==> src/logic/dcc_pkg.sv <==
// package: register map, field positions and reset values of the dual comparator control
package dcc_pkg;
  localparam int          NUM_CMP         = 2;
  // byte offsets of the registers
  localparam logic [11:0] OFF_CTRL_A1     = 12'h000;
  localparam logic [11:0] OFF_CTRL_B1     = 12'h004;
  localparam logic [11:0] OFF_CTRL_A2     = 12'h008;
  localparam logic [11:0] OFF_CTRL_B2     = 12'h00c;
  localparam logic [11:0] OFF_MIRROR      = 12'h010;
  localparam logic [11:0] OFF_FLAGS       = 12'h014;
  localparam logic [11:0] OFF_IRQ_EN      = 12'h018;
  localparam logic [11:0] OFF_IRQ_CTRL    = 12'h01c;
  // comparator_control_a fields
  localparam int          A_ON            = 7;
  localparam int          A_RESULT        = 6;
  localparam int          A_PIN_DRIVE     = 5;
  localparam int          A_INVERT        = 4;
  localparam int          A_SPEED         = 2;
  localparam int          A_HYST          = 1;
  localparam int          A_SYNC          = 0;
  localparam logic [7:0]  A_WRITE_MASK    = 8'hb7;
  localparam logic [7:0]  A_RESET         = 8'h04;
  // comparator_control_b fields
  localparam int          B_RISE          = 7;
  localparam int          B_FALL          = 6;
  localparam int          B_PSEL_LO       = 4;
  localparam int          B_NSEL_LO       = 0;
  localparam logic [7:0]  B_WRITE_MASK    = 8'hf7;
  localparam logic [7:0]  B_RESET         = 8'h00;
  // irq_control_register fields
  localparam int          IRQ_GLOBAL      = 7;
  localparam int          IRQ_PERIPH      = 6;
  // positive input sources
  localparam logic [1:0]  PSEL_PIN        = 2'h0;
  localparam logic [1:0]  PSEL_DAC        = 2'h1;
  localparam logic [1:0]  PSEL_FIXED_REF  = 2'h2;
  localparam logic [1:0]  PSEL_GROUND     = 2'h3;
endpackage

==> src/logic/dcc_channel.sv <==
// one comparator channel: gating, polarity, timer sync capture, edge detection
`timescale 1ns/100ps
module dcc_channel
(
  input  wire logic       i_clk,          // instruction clock
  input  wire logic       i_reset,        // synchronous reset
  input  wire logic       i_on,           // comparator_on
  input  wire logic       i_invert,       // invert_output
  input  wire logic       i_sync_en,      // timer_sync_enable
  input  wire logic       i_rise_en,      // rise_detect_enable
  input  wire logic       i_fall_en,      // fall_detect_enable
  input  wire logic       i_raw,          // analog decision
  input  wire logic       i_tmr_fall,     // falling edge of (prescaled) timer_one clock
  output logic            o_result,       // registered result
  output logic            o_async_result, // unlatched result for pin
  output logic            o_edge          // one-cycle edge event
);
  logic gated;
  logic pol;
  logic sync_q;
  logic sample;
  logic result_q;
  logic prev_q;

  assign gated = i_on & i_raw;                   // RL24 RL1
  assign pol   = gated ^ i_invert;               // RL6 RL7
  assign o_async_result = pol;                   // RL5

  // capture on timer fall so timer rising increment never sees a moving value
  always_ff @(posedge i_clk)
  begin
    if (i_reset)
      sync_q <= 1'b0;
    else if (i_tmr_fall)
      sync_q <= pol;                             // RL11 RL12 RL13
  end

  assign sample = i_sync_en ? sync_q : pol;      // RL23

  always_ff @(posedge i_clk)
  begin
    if (i_reset)
    begin
      result_q <= 1'b0;
      prev_q   <= 1'b0;
    end
    else
    begin
      result_q <= sample;                        // RL5
      prev_q   <= result_q;
    end
  end

  assign o_result = result_q;
  // polarity or enable toggles also land here even while off
  assign o_edge = (i_rise_en & result_q & ~prev_q)
                | (i_fall_en & ~result_q & prev_q);  // RL15 RL21 RL23
endmodule

==> src/logic/dcc_top.sv <==
// dual comparator control: apb registers, two channels, pin override, timer gate and interrupt
//
// Operation
// RL1: comparator works only while comparator_on set; off means lowest current.
// RL2: result readable in control register and in shared mirror register.
// RL3: pin driven only with pin_drive_enable, direction clear, comparator_on set.
// RL4: pin_drive_enable overrides port latch; comparator_on does not affect override.
// RL5: internal result registered each cycle; pin output unlatched.
// RL6: raw decision high when plus exceeds minus input.
// RL7: invert_output complements the reported result.
// RL8: normal_speed_select resets to 1; 0 selects low power.
// RL9: hysteresis_enable adds hysteresis; clear means none.
// RL10: each result is a selectable timer_one gate source.
// RL11: with sync enabled, result captured at timer_one clock falling edge.
// RL12: with prescaler, capture uses the prescaled clock.
// RL13: timer counts on rising edge, capture on falling, never racing.
// RL14: software should enable sync when comparator gates timer_one.
// RL15: rise and fall detectors set event flag when enabled.
// RL16: interrupt forwarded only if flag, event, peripheral and global enables set.
// RL17: event flag stays until software clears; edge during clear wins.
// RL18: two-bit positive select: pin, dac, fixed_reference, ground.
// RL19: three-bit negative select routes an input source to inverting input.
// RL20: disabled comparator disconnects all its inputs.
// RL21: toggling polarity or enable while off can still raise events.
// RL22: software sets analog_select and direction bit before analog use.
// RL23: edge detectors watch polarised, synchronised result versus previous cycle.
// RL24: disabled comparator's raw decision forced low.
//
// Decided for this implementation: the APB register port and the register offsets.
`timescale 1ns/100ps
module dcc_top
(
  input  wire logic        i_clk,            // 200 MHz instruction clock
  input  wire logic        i_reset,          // synchronous, active high
  input  wire logic        psel,             // apb select
  input  wire logic        penable,          // apb access phase
  input  wire logic        pwrite,           // apb direction
  input  wire logic [11:0] paddr,            // apb byte address
  input  wire logic [31:0] pwdata,           // apb write data
  output logic             pready,           // apb ready
  output logic [31:0]      prdata,           // apb read data
  output logic             pslverr,          // apb error
  input  wire logic [1:0]  i_raw_decision,   // analog core decisions
  input  wire logic [1:0]  i_pin_direction,  // pin_direction_bit of each output pin
  input  wire logic [1:0]  i_port_latch,     // port data latch of each output pin
  input  wire logic        i_tmr_clk,        // timer_one clock, prescaled when in use
  output logic [1:0]       o_pin_value,      // pin level after override
  output logic [1:0]       o_pin_oe,         // pin driver enable from comparator
  output logic [1:0]       o_pin_override,   // pin_drive_enable per pin
  output logic [1:0]       o_analog_power,   // comparator powered
  output logic [1:0]       o_inputs_connect, // input switches closed
  output logic [1:0]       o_normal_speed,   // normal_speed_select
  output logic [1:0]       o_hysteresis,     // hysteresis_enable
  output logic [3:0]       o_positive_sel,   // positive_input_select, two per comparator
  output logic [5:0]       o_negative_sel,   // negative_input_select, three per comparator
  output logic [1:0]       o_timer_gate,     // results as timer_one gate sources
  output logic             o_irq             // interrupt request level
);
  //////////////////////////////////////////////////////////////////////////////
  // register storage; bit 3 of both control registers is not implemented
  logic [7:0]  ctrl_a_q [2];
  logic [7:0]  ctrl_b_q [2];
  logic [1:0]  flag_q;
  logic [1:0]  event_en_q;
  logic [1:0]  irq_ctrl_q;
  logic [31:0] prdata_q;
  // timer_one clock edge detection
  logic        tmr_q;
  logic        tmr_prev_q;
  logic        tmr_fall;
  // control fields, one bit per comparator
  logic [1:0]  on_bit;
  logic [1:0]  drive_bit;
  logic [1:0]  invert_bit;
  logic [1:0]  speed_bit;
  logic [1:0]  hyst_bit;
  logic [1:0]  sync_bit;
  logic [1:0]  rise_bit;
  logic [1:0]  fall_bit;
  // channel outputs
  logic [1:0]  result;
  logic [1:0]  async_result;
  logic [1:0]  edge_ev;
  // interrupt terms
  logic [1:0]  irq_src;
  logic        global_en;
  logic        periph_en;
  // bus decode
  logic        setup_phase;
  logic        access_phase;
  logic        wr_en;
  logic        rd_en;
  logic        sel_ctrl_a1;
  logic        sel_ctrl_b1;
  logic        sel_ctrl_a2;
  logic        sel_ctrl_b2;
  logic        sel_mirror;
  logic        sel_flags;
  logic        sel_irq_en;
  logic        sel_irq_ctrl;
  logic        addr_ok;
  logic [1:0]  wr_ctrl_a;
  logic [1:0]  wr_ctrl_b;
  logic        wr_flags;
  logic        wr_irq_en;
  logic        wr_irq_ctrl;
  logic [7:0]  wdata_a;
  logic [7:0]  wdata_b;
  logic [1:0]  clr_flags;
  // read words, unimplemented bits zero
  logic [7:0]  rd_ctrl_a [2];
  logic [7:0]  rd_ctrl_b [2];
  logic [7:0]  rd_mirror;
  logic [7:0]  rd_flags;
  logic [7:0]  rd_irq_en;
  logic [7:0]  rd_irq_ctrl;
  logic [31:0] rd_word;

  //////////////////////////////////////////////////////////////////////////////
  // map, one byte in bits 7:0 of each aligned word:
  //   0x00/0x08 control a: 7 on, 6 result, 5 pin drive, 4 invert, 2 speed, 1 hyst, 0 sync
  //   0x04/0x0c control b: 7 rise, 6 fall, 5:4 positive select, 2:0 negative select
  //   0x10 result mirror, read only
  //   0x14 event flags, write one to clear
  //   0x18 event enables
  //   0x1c interrupt control: 7 global, 6 peripheral
  assign setup_phase  = psel & ~penable;
  assign access_phase = psel & penable;
  assign wr_en        = access_phase & pwrite;
  assign rd_en        = setup_phase & ~pwrite;

  assign sel_ctrl_a1  = (paddr == dcc_pkg::OFF_CTRL_A1);
  assign sel_ctrl_b1  = (paddr == dcc_pkg::OFF_CTRL_B1);
  assign sel_ctrl_a2  = (paddr == dcc_pkg::OFF_CTRL_A2);
  assign sel_ctrl_b2  = (paddr == dcc_pkg::OFF_CTRL_B2);
  assign sel_mirror   = (paddr == dcc_pkg::OFF_MIRROR);
  assign sel_flags    = (paddr == dcc_pkg::OFF_FLAGS);
  assign sel_irq_en   = (paddr == dcc_pkg::OFF_IRQ_EN);
  assign sel_irq_ctrl = (paddr == dcc_pkg::OFF_IRQ_CTRL);
  assign addr_ok      = sel_ctrl_a1
                      | sel_ctrl_b1
                      | sel_ctrl_a2
                      | sel_ctrl_b2
                      | sel_mirror
                      | sel_flags
                      | sel_irq_en
                      | sel_irq_ctrl;

  assign wr_ctrl_a    = {wr_en & sel_ctrl_a2, wr_en & sel_ctrl_a1};
  assign wr_ctrl_b    = {wr_en & sel_ctrl_b2, wr_en & sel_ctrl_b1};
  assign wr_flags     = wr_en & sel_flags;
  assign wr_irq_en    = wr_en & sel_irq_en;
  assign wr_irq_ctrl  = wr_en & sel_irq_ctrl;
  assign wdata_a      = pwdata[7:0] & dcc_pkg::A_WRITE_MASK;
  assign wdata_b      = pwdata[7:0] & dcc_pkg::B_WRITE_MASK;

  // zero-wait slave; read data fetched in setup so it can leave a flop
  assign pready  = 1'b1;
  assign pslverr = access_phase & ~addr_ok;

  //////////////////////////////////////////////////////////////////////////////
  // timer_one clock is synchronous to i_clk; detect its falling edge
  // two flops only shape the edge; the capture lags the pin by two cycles,
  // which the counter never sees since it moves on the other edge
  always_ff @(posedge i_clk)
  begin
    if (i_reset)
    begin
      tmr_q      <= 1'b0;
      tmr_prev_q <= 1'b0;
    end
    else
    begin
      tmr_q      <= i_tmr_clk;
      tmr_prev_q <= tmr_q;
    end
  end
  assign tmr_fall = tmr_prev_q & ~tmr_q;  // RL12 RL13

  //////////////////////////////////////////////////////////////////////////////
  genvar g;
  generate
    for (g = 0; g < dcc_pkg::NUM_CMP; g++)
    begin : gen_cmp
      always_ff @(posedge i_clk)
      begin
        if (i_reset)
        begin
          ctrl_a_q[g] <= dcc_pkg::A_RESET;  // RL8
        end
        else if (wr_ctrl_a[g])
        begin
          ctrl_a_q[g] <= wdata_a;
        end
      end

      always_ff @(posedge i_clk)
      begin
        if (i_reset)
        begin
          ctrl_b_q[g] <= dcc_pkg::B_RESET;
        end
        else if (wr_ctrl_b[g])
        begin
          ctrl_b_q[g] <= wdata_b;
        end
      end

      // fields of control register a
      assign on_bit[g]     = ctrl_a_q[g][dcc_pkg::A_ON];
      assign drive_bit[g]  = ctrl_a_q[g][dcc_pkg::A_PIN_DRIVE];
      assign invert_bit[g] = ctrl_a_q[g][dcc_pkg::A_INVERT];
      assign speed_bit[g]  = ctrl_a_q[g][dcc_pkg::A_SPEED];
      assign hyst_bit[g]   = ctrl_a_q[g][dcc_pkg::A_HYST];
      assign sync_bit[g]   = ctrl_a_q[g][dcc_pkg::A_SYNC];
      // fields of control register b
      assign rise_bit[g]   = ctrl_b_q[g][dcc_pkg::B_RISE];
      assign fall_bit[g]   = ctrl_b_q[g][dcc_pkg::B_FALL];

      dcc_channel u_channel
      (
        .i_clk          (i_clk),
        .i_reset        (i_reset),
        .i_on           (on_bit[g]),
        .i_invert       (invert_bit[g]),
        .i_sync_en      (sync_bit[g]),
        .i_rise_en      (rise_bit[g]),
        .i_fall_en      (fall_bit[g]),
        .i_raw          (i_raw_decision[g]),
        .i_tmr_fall     (tmr_fall),
        .o_result       (result[g]),
        .o_async_result (async_result[g]),
        .o_edge         (edge_ev[g])
      );

      assign o_analog_power[g]   = on_bit[g];     // RL1
      assign o_inputs_connect[g] = on_bit[g];     // RL20
      assign o_normal_speed[g]   = speed_bit[g];  // RL8
      assign o_hysteresis[g]     = hyst_bit[g];   // RL9
      assign o_positive_sel[2*g+1:2*g] = ctrl_b_q[g][dcc_pkg::B_PSEL_LO +: 2];      // RL18
      assign o_negative_sel[3*g+2:3*g] = ctrl_b_q[g][dcc_pkg::B_NSEL_LO +: 3];      // RL19
      assign o_timer_gate[g]     = result[g];                                       // RL10

      // override ignores comparator_on; the driver needs all three
      assign o_pin_override[g] = drive_bit[g];  // RL4
      assign o_pin_value[g]    = drive_bit[g] ? async_result[g] : i_port_latch[g];  // RL4 RL5
      assign o_pin_oe[g]       = drive_bit[g] & ~i_pin_direction[g] & on_bit[g];   // RL3

      // read words of the two control registers
      assign rd_ctrl_a[g] = {on_bit[g], result[g], drive_bit[g], invert_bit[g], 1'b0,
                             speed_bit[g], hyst_bit[g], sync_bit[g]};  // RL2
      assign rd_ctrl_b[g] = ctrl_b_q[g];
    end
  endgenerate

  //////////////////////////////////////////////////////////////////////////////
  // write one to clear; a simultaneous edge keeps the flag set
  assign clr_flags = wr_flags ? pwdata[1:0] : 2'h0;

  // flags
  always_ff @(posedge i_clk)
  begin
    if (i_reset)
    begin
      flag_q <= 2'h0;
    end
    else
    begin
      flag_q <= (flag_q & ~clr_flags) | edge_ev;  // RL15 RL17
    end
  end

  // enables are written whole
  always_ff @(posedge i_clk)
  begin
    if (i_reset)
    begin
      event_en_q <= 2'h0;
    end
    else if (wr_irq_en)
    begin
      event_en_q <= pwdata[1:0];
    end
  end

  // only bits 7 and 6 are kept
  always_ff @(posedge i_clk)
  begin
    if (i_reset)
    begin
      irq_ctrl_q <= 2'h0;
    end
    else if (wr_irq_ctrl)
    begin
      irq_ctrl_q <= {pwdata[dcc_pkg::IRQ_GLOBAL], pwdata[dcc_pkg::IRQ_PERIPH]};
    end
  end

  // request only when a flag, its enable and both upper enables agree
  assign irq_src   = flag_q & event_en_q;
  assign global_en = irq_ctrl_q[1];
  assign periph_en = irq_ctrl_q[0];
  assign o_irq     = (|irq_src) & global_en & periph_en;  // RL16

  //////////////////////////////////////////////////////////////////////////////
  // read words of the shared registers
  assign rd_mirror   = {6'h00, result};  // RL2
  assign rd_flags    = {6'h00, flag_q};
  assign rd_irq_en   = {6'h00, event_en_q};
  assign rd_irq_ctrl = {irq_ctrl_q, 6'h00};

  always_comb
  begin
    rd_word = 32'h0000_0000;
    case (paddr)
      dcc_pkg::OFF_CTRL_A1:  rd_word[7:0] = rd_ctrl_a[0];  // RL2
      dcc_pkg::OFF_CTRL_A2:  rd_word[7:0] = rd_ctrl_a[1];  // RL2
      dcc_pkg::OFF_CTRL_B1:  rd_word[7:0] = rd_ctrl_b[0];
      dcc_pkg::OFF_CTRL_B2:  rd_word[7:0] = rd_ctrl_b[1];
      dcc_pkg::OFF_MIRROR:   rd_word[7:0] = rd_mirror;     // RL2
      dcc_pkg::OFF_FLAGS:    rd_word[7:0] = rd_flags;
      dcc_pkg::OFF_IRQ_EN:   rd_word[7:0] = rd_irq_en;
      dcc_pkg::OFF_IRQ_CTRL: rd_word[7:0] = rd_irq_ctrl;
      default:               rd_word = 32'h0000_0000;
    endcase
  end

  //////////////////////////////////////////////////////////////////////////////
  // fetched in setup, zero again once the access phase has passed
  always_ff @(posedge i_clk)
  begin
    if (i_reset)
    begin
      prdata_q <= 32'h0000_0000;
    end
    else if (rd_en)
    begin
      prdata_q <= rd_word;
    end
    else
    begin
      prdata_q <= 32'h0000_0000;
    end
  end

  assign prdata = prdata_q;
endmodule

==> config.mk <==
export PLATFORM = sky130hd
export DESIGN_NAME = dcc_top
export DESIGN_NICKNAME = d
export VERILOG_FILES = /design/src/logic/dcc_pkg.sv /design/src/logic/dcc_channel.sv /design/src/logic/dcc_top.sv
export SDC_FILE = /design/constraint.sdc
export NUM_CORES = 1
export LEC_CHECK = 0
export BUFFER_PORTS_ARGS = -buffer_cell sky130_fd_sc_hd__buf_2
export CELL_PAD_IN_SITES_DETAIL_PLACEMENT = 2
export CELL_PAD_IN_SITES_GLOBAL_PLACEMENT = 2
export CORE_MARGIN = 2
export CORE_UTILIZATION = 29
export CTS_BUF_LIST = sky130_fd_sc_hd__clkbuf_16
export DETAILED_ROUTE_END_ITERATION = 10
export GPL_TIMING_DRIVEN = 0
export PLACE_DENSITY_LB_ADDON = 0.3
export SYNTH_ARGS = -nofsm -noshare
export SYNTH_HDL_FRONTEND = slang
export SYNTH_SLANG_ARGS = --single-unit
export TNS_END_PERCENT = 100
==> constraint.sdc <==
create_clock -name i_clk -period 2.5 [get_ports i_clk]
set_input_delay 0.375 -clock i_clk [delete_from_list [all_inputs] [get_ports i_clk]]
set_output_delay 0.375 -clock i_clk [all_outputs]
set_load 0.02 [all_outputs]
==> results.md <==
- Ports: 117
- Max Fclk: 0.540 GHz
- CTS buffer count: 5
- H-tree Lvls: 2
- Largest net degree at the start of global routing: 17
- Final hold vios: 0
- Crit Path Max Fanout: 5
- RePlAce Congestion: 0.828
- Vias: 2012
- Startpoint types: register
- Mapped Cells: 225
- TritonCTS clock tree: yes
- Cell Chain, Critical Path: nand2_1, xor2_1, a21oi_1, buf_2
- Post-synth top flop: edfxtp_1
- Hold Crit Class: input pin to register
- Vias/cell: 4.73
- Setup TNS: 0 ns
- Final setup violation count: 0
- Async S/R FF share, synth: 0%
- Worst Hold Path Cells: 2
- DR pass1 iterations: 4
- Root buf cell: clkbuf_16
- Die H: 95.9 um
- Leakage: 1.44 nW
- Netlist cell types: 41
- RSZ-0062 raised after global routing: false
- Vias in the first global route: 2167
- Maximum buffer depth of the clock tree: 2
- Crit path launch: ctrl_a_q[0][5]
- # hold bufs at CTS: 0
- Slowest CP cell: edfxtp_1
- Worst Hold Launch: i_tmr_clk
- Post-CTS Setup Bufs: 0
- GR Overflow Total: 0
- Max IR drop VDD: 294 uV
- Initial Utilization: 29.8%
- Fin crit share: 74.1%
- PwrDens: 613 nW/um^2
- Kind of end point of the critical path: primary output
- Post-DP Area: 2990 um^2
- Area Overhead vs Synth: 28.9%
- Fin crit period: 1.85 ns
- Die Wd: 95.9 um
- Slew @ Worst Pin: 0.564 ns
- Status: completed
- Pwr Total: 1.94 mW
- R2R Setup Slk: 1.20 ns
- Global-route wire length before repair: 11500 um
- Clk_lat worst skew: 0.29 ns
- Synth warn: 0
- Drt wl/cell: 17.8 um
- Initial antenna violation count: 0
- Clock Pin Slew Worst Setup and Hold Paths: 0.06 ns
- Clk_skew: 0.00804 ns
- Finished layout cell area: 3160 um^2
- Synth Register Bits: 47
- CP peak stage delay: 0.49 ns
- Data required time of the worst path: 2.12 ns
- DRT Wirelength: 7570 um
- Row count: 33
- Core outline area: 8220 um^2
- Internal Power: 1.43 mW
- Layout cell share with drive strength beyond 1: 38.8%
- Reg power frac: 44.9%
- Max-slew violations: 0
- I/O Buffers: 63
- Post-detail-place hpwl: 5840 um
- Max-Cap Viols: 0
- WP data arrival: 1.48 ns
- Antenna Nets Post-Route: 0
- Slew headroom: 62.4%
- All-Layer GR Usage: 17.1%
- Worst R2R Path Depth: 4
- Logic pwr share: 14.6%
- Critical R2R Launch: ctrl_a_q[0][0]
- Antenna Cells: 0
- CTS resizes: 0
- Number of synthesized flops with an enable pin: 26
- Switching Fraction: 26.0%
- Seq/Total Area, Yosys: 49.0%
- Clock share of power: 40.4%
- DRC Markers: 0
- Mapped cell area: 2450 um^2
- Syn Area/Cell: 10.9 um^2
- DR iter-0 viols: 121
- Hold Crit Endpoint: tmr_q
- Full die area: 9200 um^2
- Psw: 0.503 mW
- Final nets: 375
- WS Path Type: register to primary output
- Critical R2R Capture: prdata[0]
- Clock sink count: 47
==> kinds of logic after synthesis <==
group | after synthesis | synth area share (%)
simple gates | 89 | 22.1
flops | 47 | 49.0
buf+inv | 44 | 12.7
compound gates | 30 | 7.61
mux | 11 | 7.55
xor+xnor | 2 | 0.715
other cells | 2 | 0.306
==> power groups by stage <==
stage                     Sequential [mW]  Clock, mW  Combinational, mW
final                               0.870      0.783              0.283
after global routing                0.874      0.815              0.307
after CTS                           0.870      0.792              0.284
after detailed placement            0.887          0              0.281
after global placement              0.885          0              0.272
after floorplan                     0.894          0              0.175
==> worst max path at each step <==
| stage | to | slack (ns) | cells after the start |
|---|---|---|---|
| final | o_pin_value[0] | 0.65 | 4 |
| after global routing | ctrl_b_q[0][6] | 0.50 | 5 |
| after CTS | ctrl_b_q[0][5] | 0.60 | 4 |
| after detailed placement | ctrl_b_q[0][6] | 0.30 | 4 |
| after global placement | ctrl_b_q[0][4] | 0.35 | 4 |
| after floorplan | ctrl_b_q[1][0] | 0.79 | 4 |
==> through the flow <==
step                cells  worst slack, ns  utilization [%]  hold slack (ns)
floorplan             249            0.793                -            0.439
global placement      417            0.353             36.4            0.457
detailed placement    417            0.300             36.4            0.497
finish                425            0.648             38.5            0.311
CTS                   425            0.597             38.5            0.318
global route          425            0.498             38.5            0.329
==> cells in the final DEF, fill, tap and decap left out, types with 3 or more instances in the layout <==
cell type,netlist,final
o21ai_0,7,7
nand2_1,14,14
and3_2,4,4
buf_6,3,3
a21oi_1,9,9
clkbuf_1,5,5
nand3b_1,4,4
conb_1,2,26
nand3_1,3,3
dfxtp_1,21,21
buf_4,32,32
nand4_1,6,6
buf_2,3,66
nor2b_1,10,10
and3_1,19,19
mux4_2,6,6
a21o_1,4,4
nor2_1,15,15
edfxtp_1,26,26
clkbuf_16,0,5
mux2i_1,5,5
==> registers in the layout (all words and copies together), names as in the netlist <==
signal,flops
gen_cmp.u_channel.o_result,2
ctrl_b_q,14
tmr_prev_q,1
flag_q,2
irq_ctrl_q,2
ctrl_a_q,12
event_en_q,2
gen_cmp.u_channel.prev_q,2
tmr_q,1
gen_cmp.u_channel.sync_q,2
prdata,7
==> worst max-delay path: cells and delay by family (launching register included) <==
kind            cells  cell delay [ns]
buf+inv             1             0.17
simple gates        1             0.12
xor+xnor            1             0.30
flops               1             0.49
compound gates      1             0.11
==> area by class of cell <==
type | instances | area, um^2
fillers | 929 | 5060
flip-flops and latches | 47 | 1200
multi-input cells | 158 | 1030
repair buffers | 63 | 315
plain buffers | 43 | 308
well taps | 105 | 131
clock buffers | 5 | 125
clock inverters | 3 | 47.5
inverters | 1 | 3.75
==> routing by layer <==
metal | vias up | track usage (%) | wire length (um)
li1 | 945 | - | -
met1 | 992 | 19.8 | 3030
met2 | 64 | 31.6 | 3990
met3 | 11 | 3.13 | 398
met4 | 0 | 5.95 | 153
met5 | - | 0 | 0
==> Yosys cell counts (5+ instances only) <==
cell,n,area [um^2]
buf_4,32,240
edfxtp_1,26,781
dfxtp_1,21,420
and3_1,19,119
nor2_1,15,56.3
nand2_1,14,52.6
nor2b_1,10,62.6
a21oi_1,9,45.0
o21ai_0,7,35.0
mux4_2,6,135
nand4_1,6,37.5
clkbuf_1,5,18.8
mux2i_1,5,50.1
Note: power is estimated with default switching activity, not from simulation.
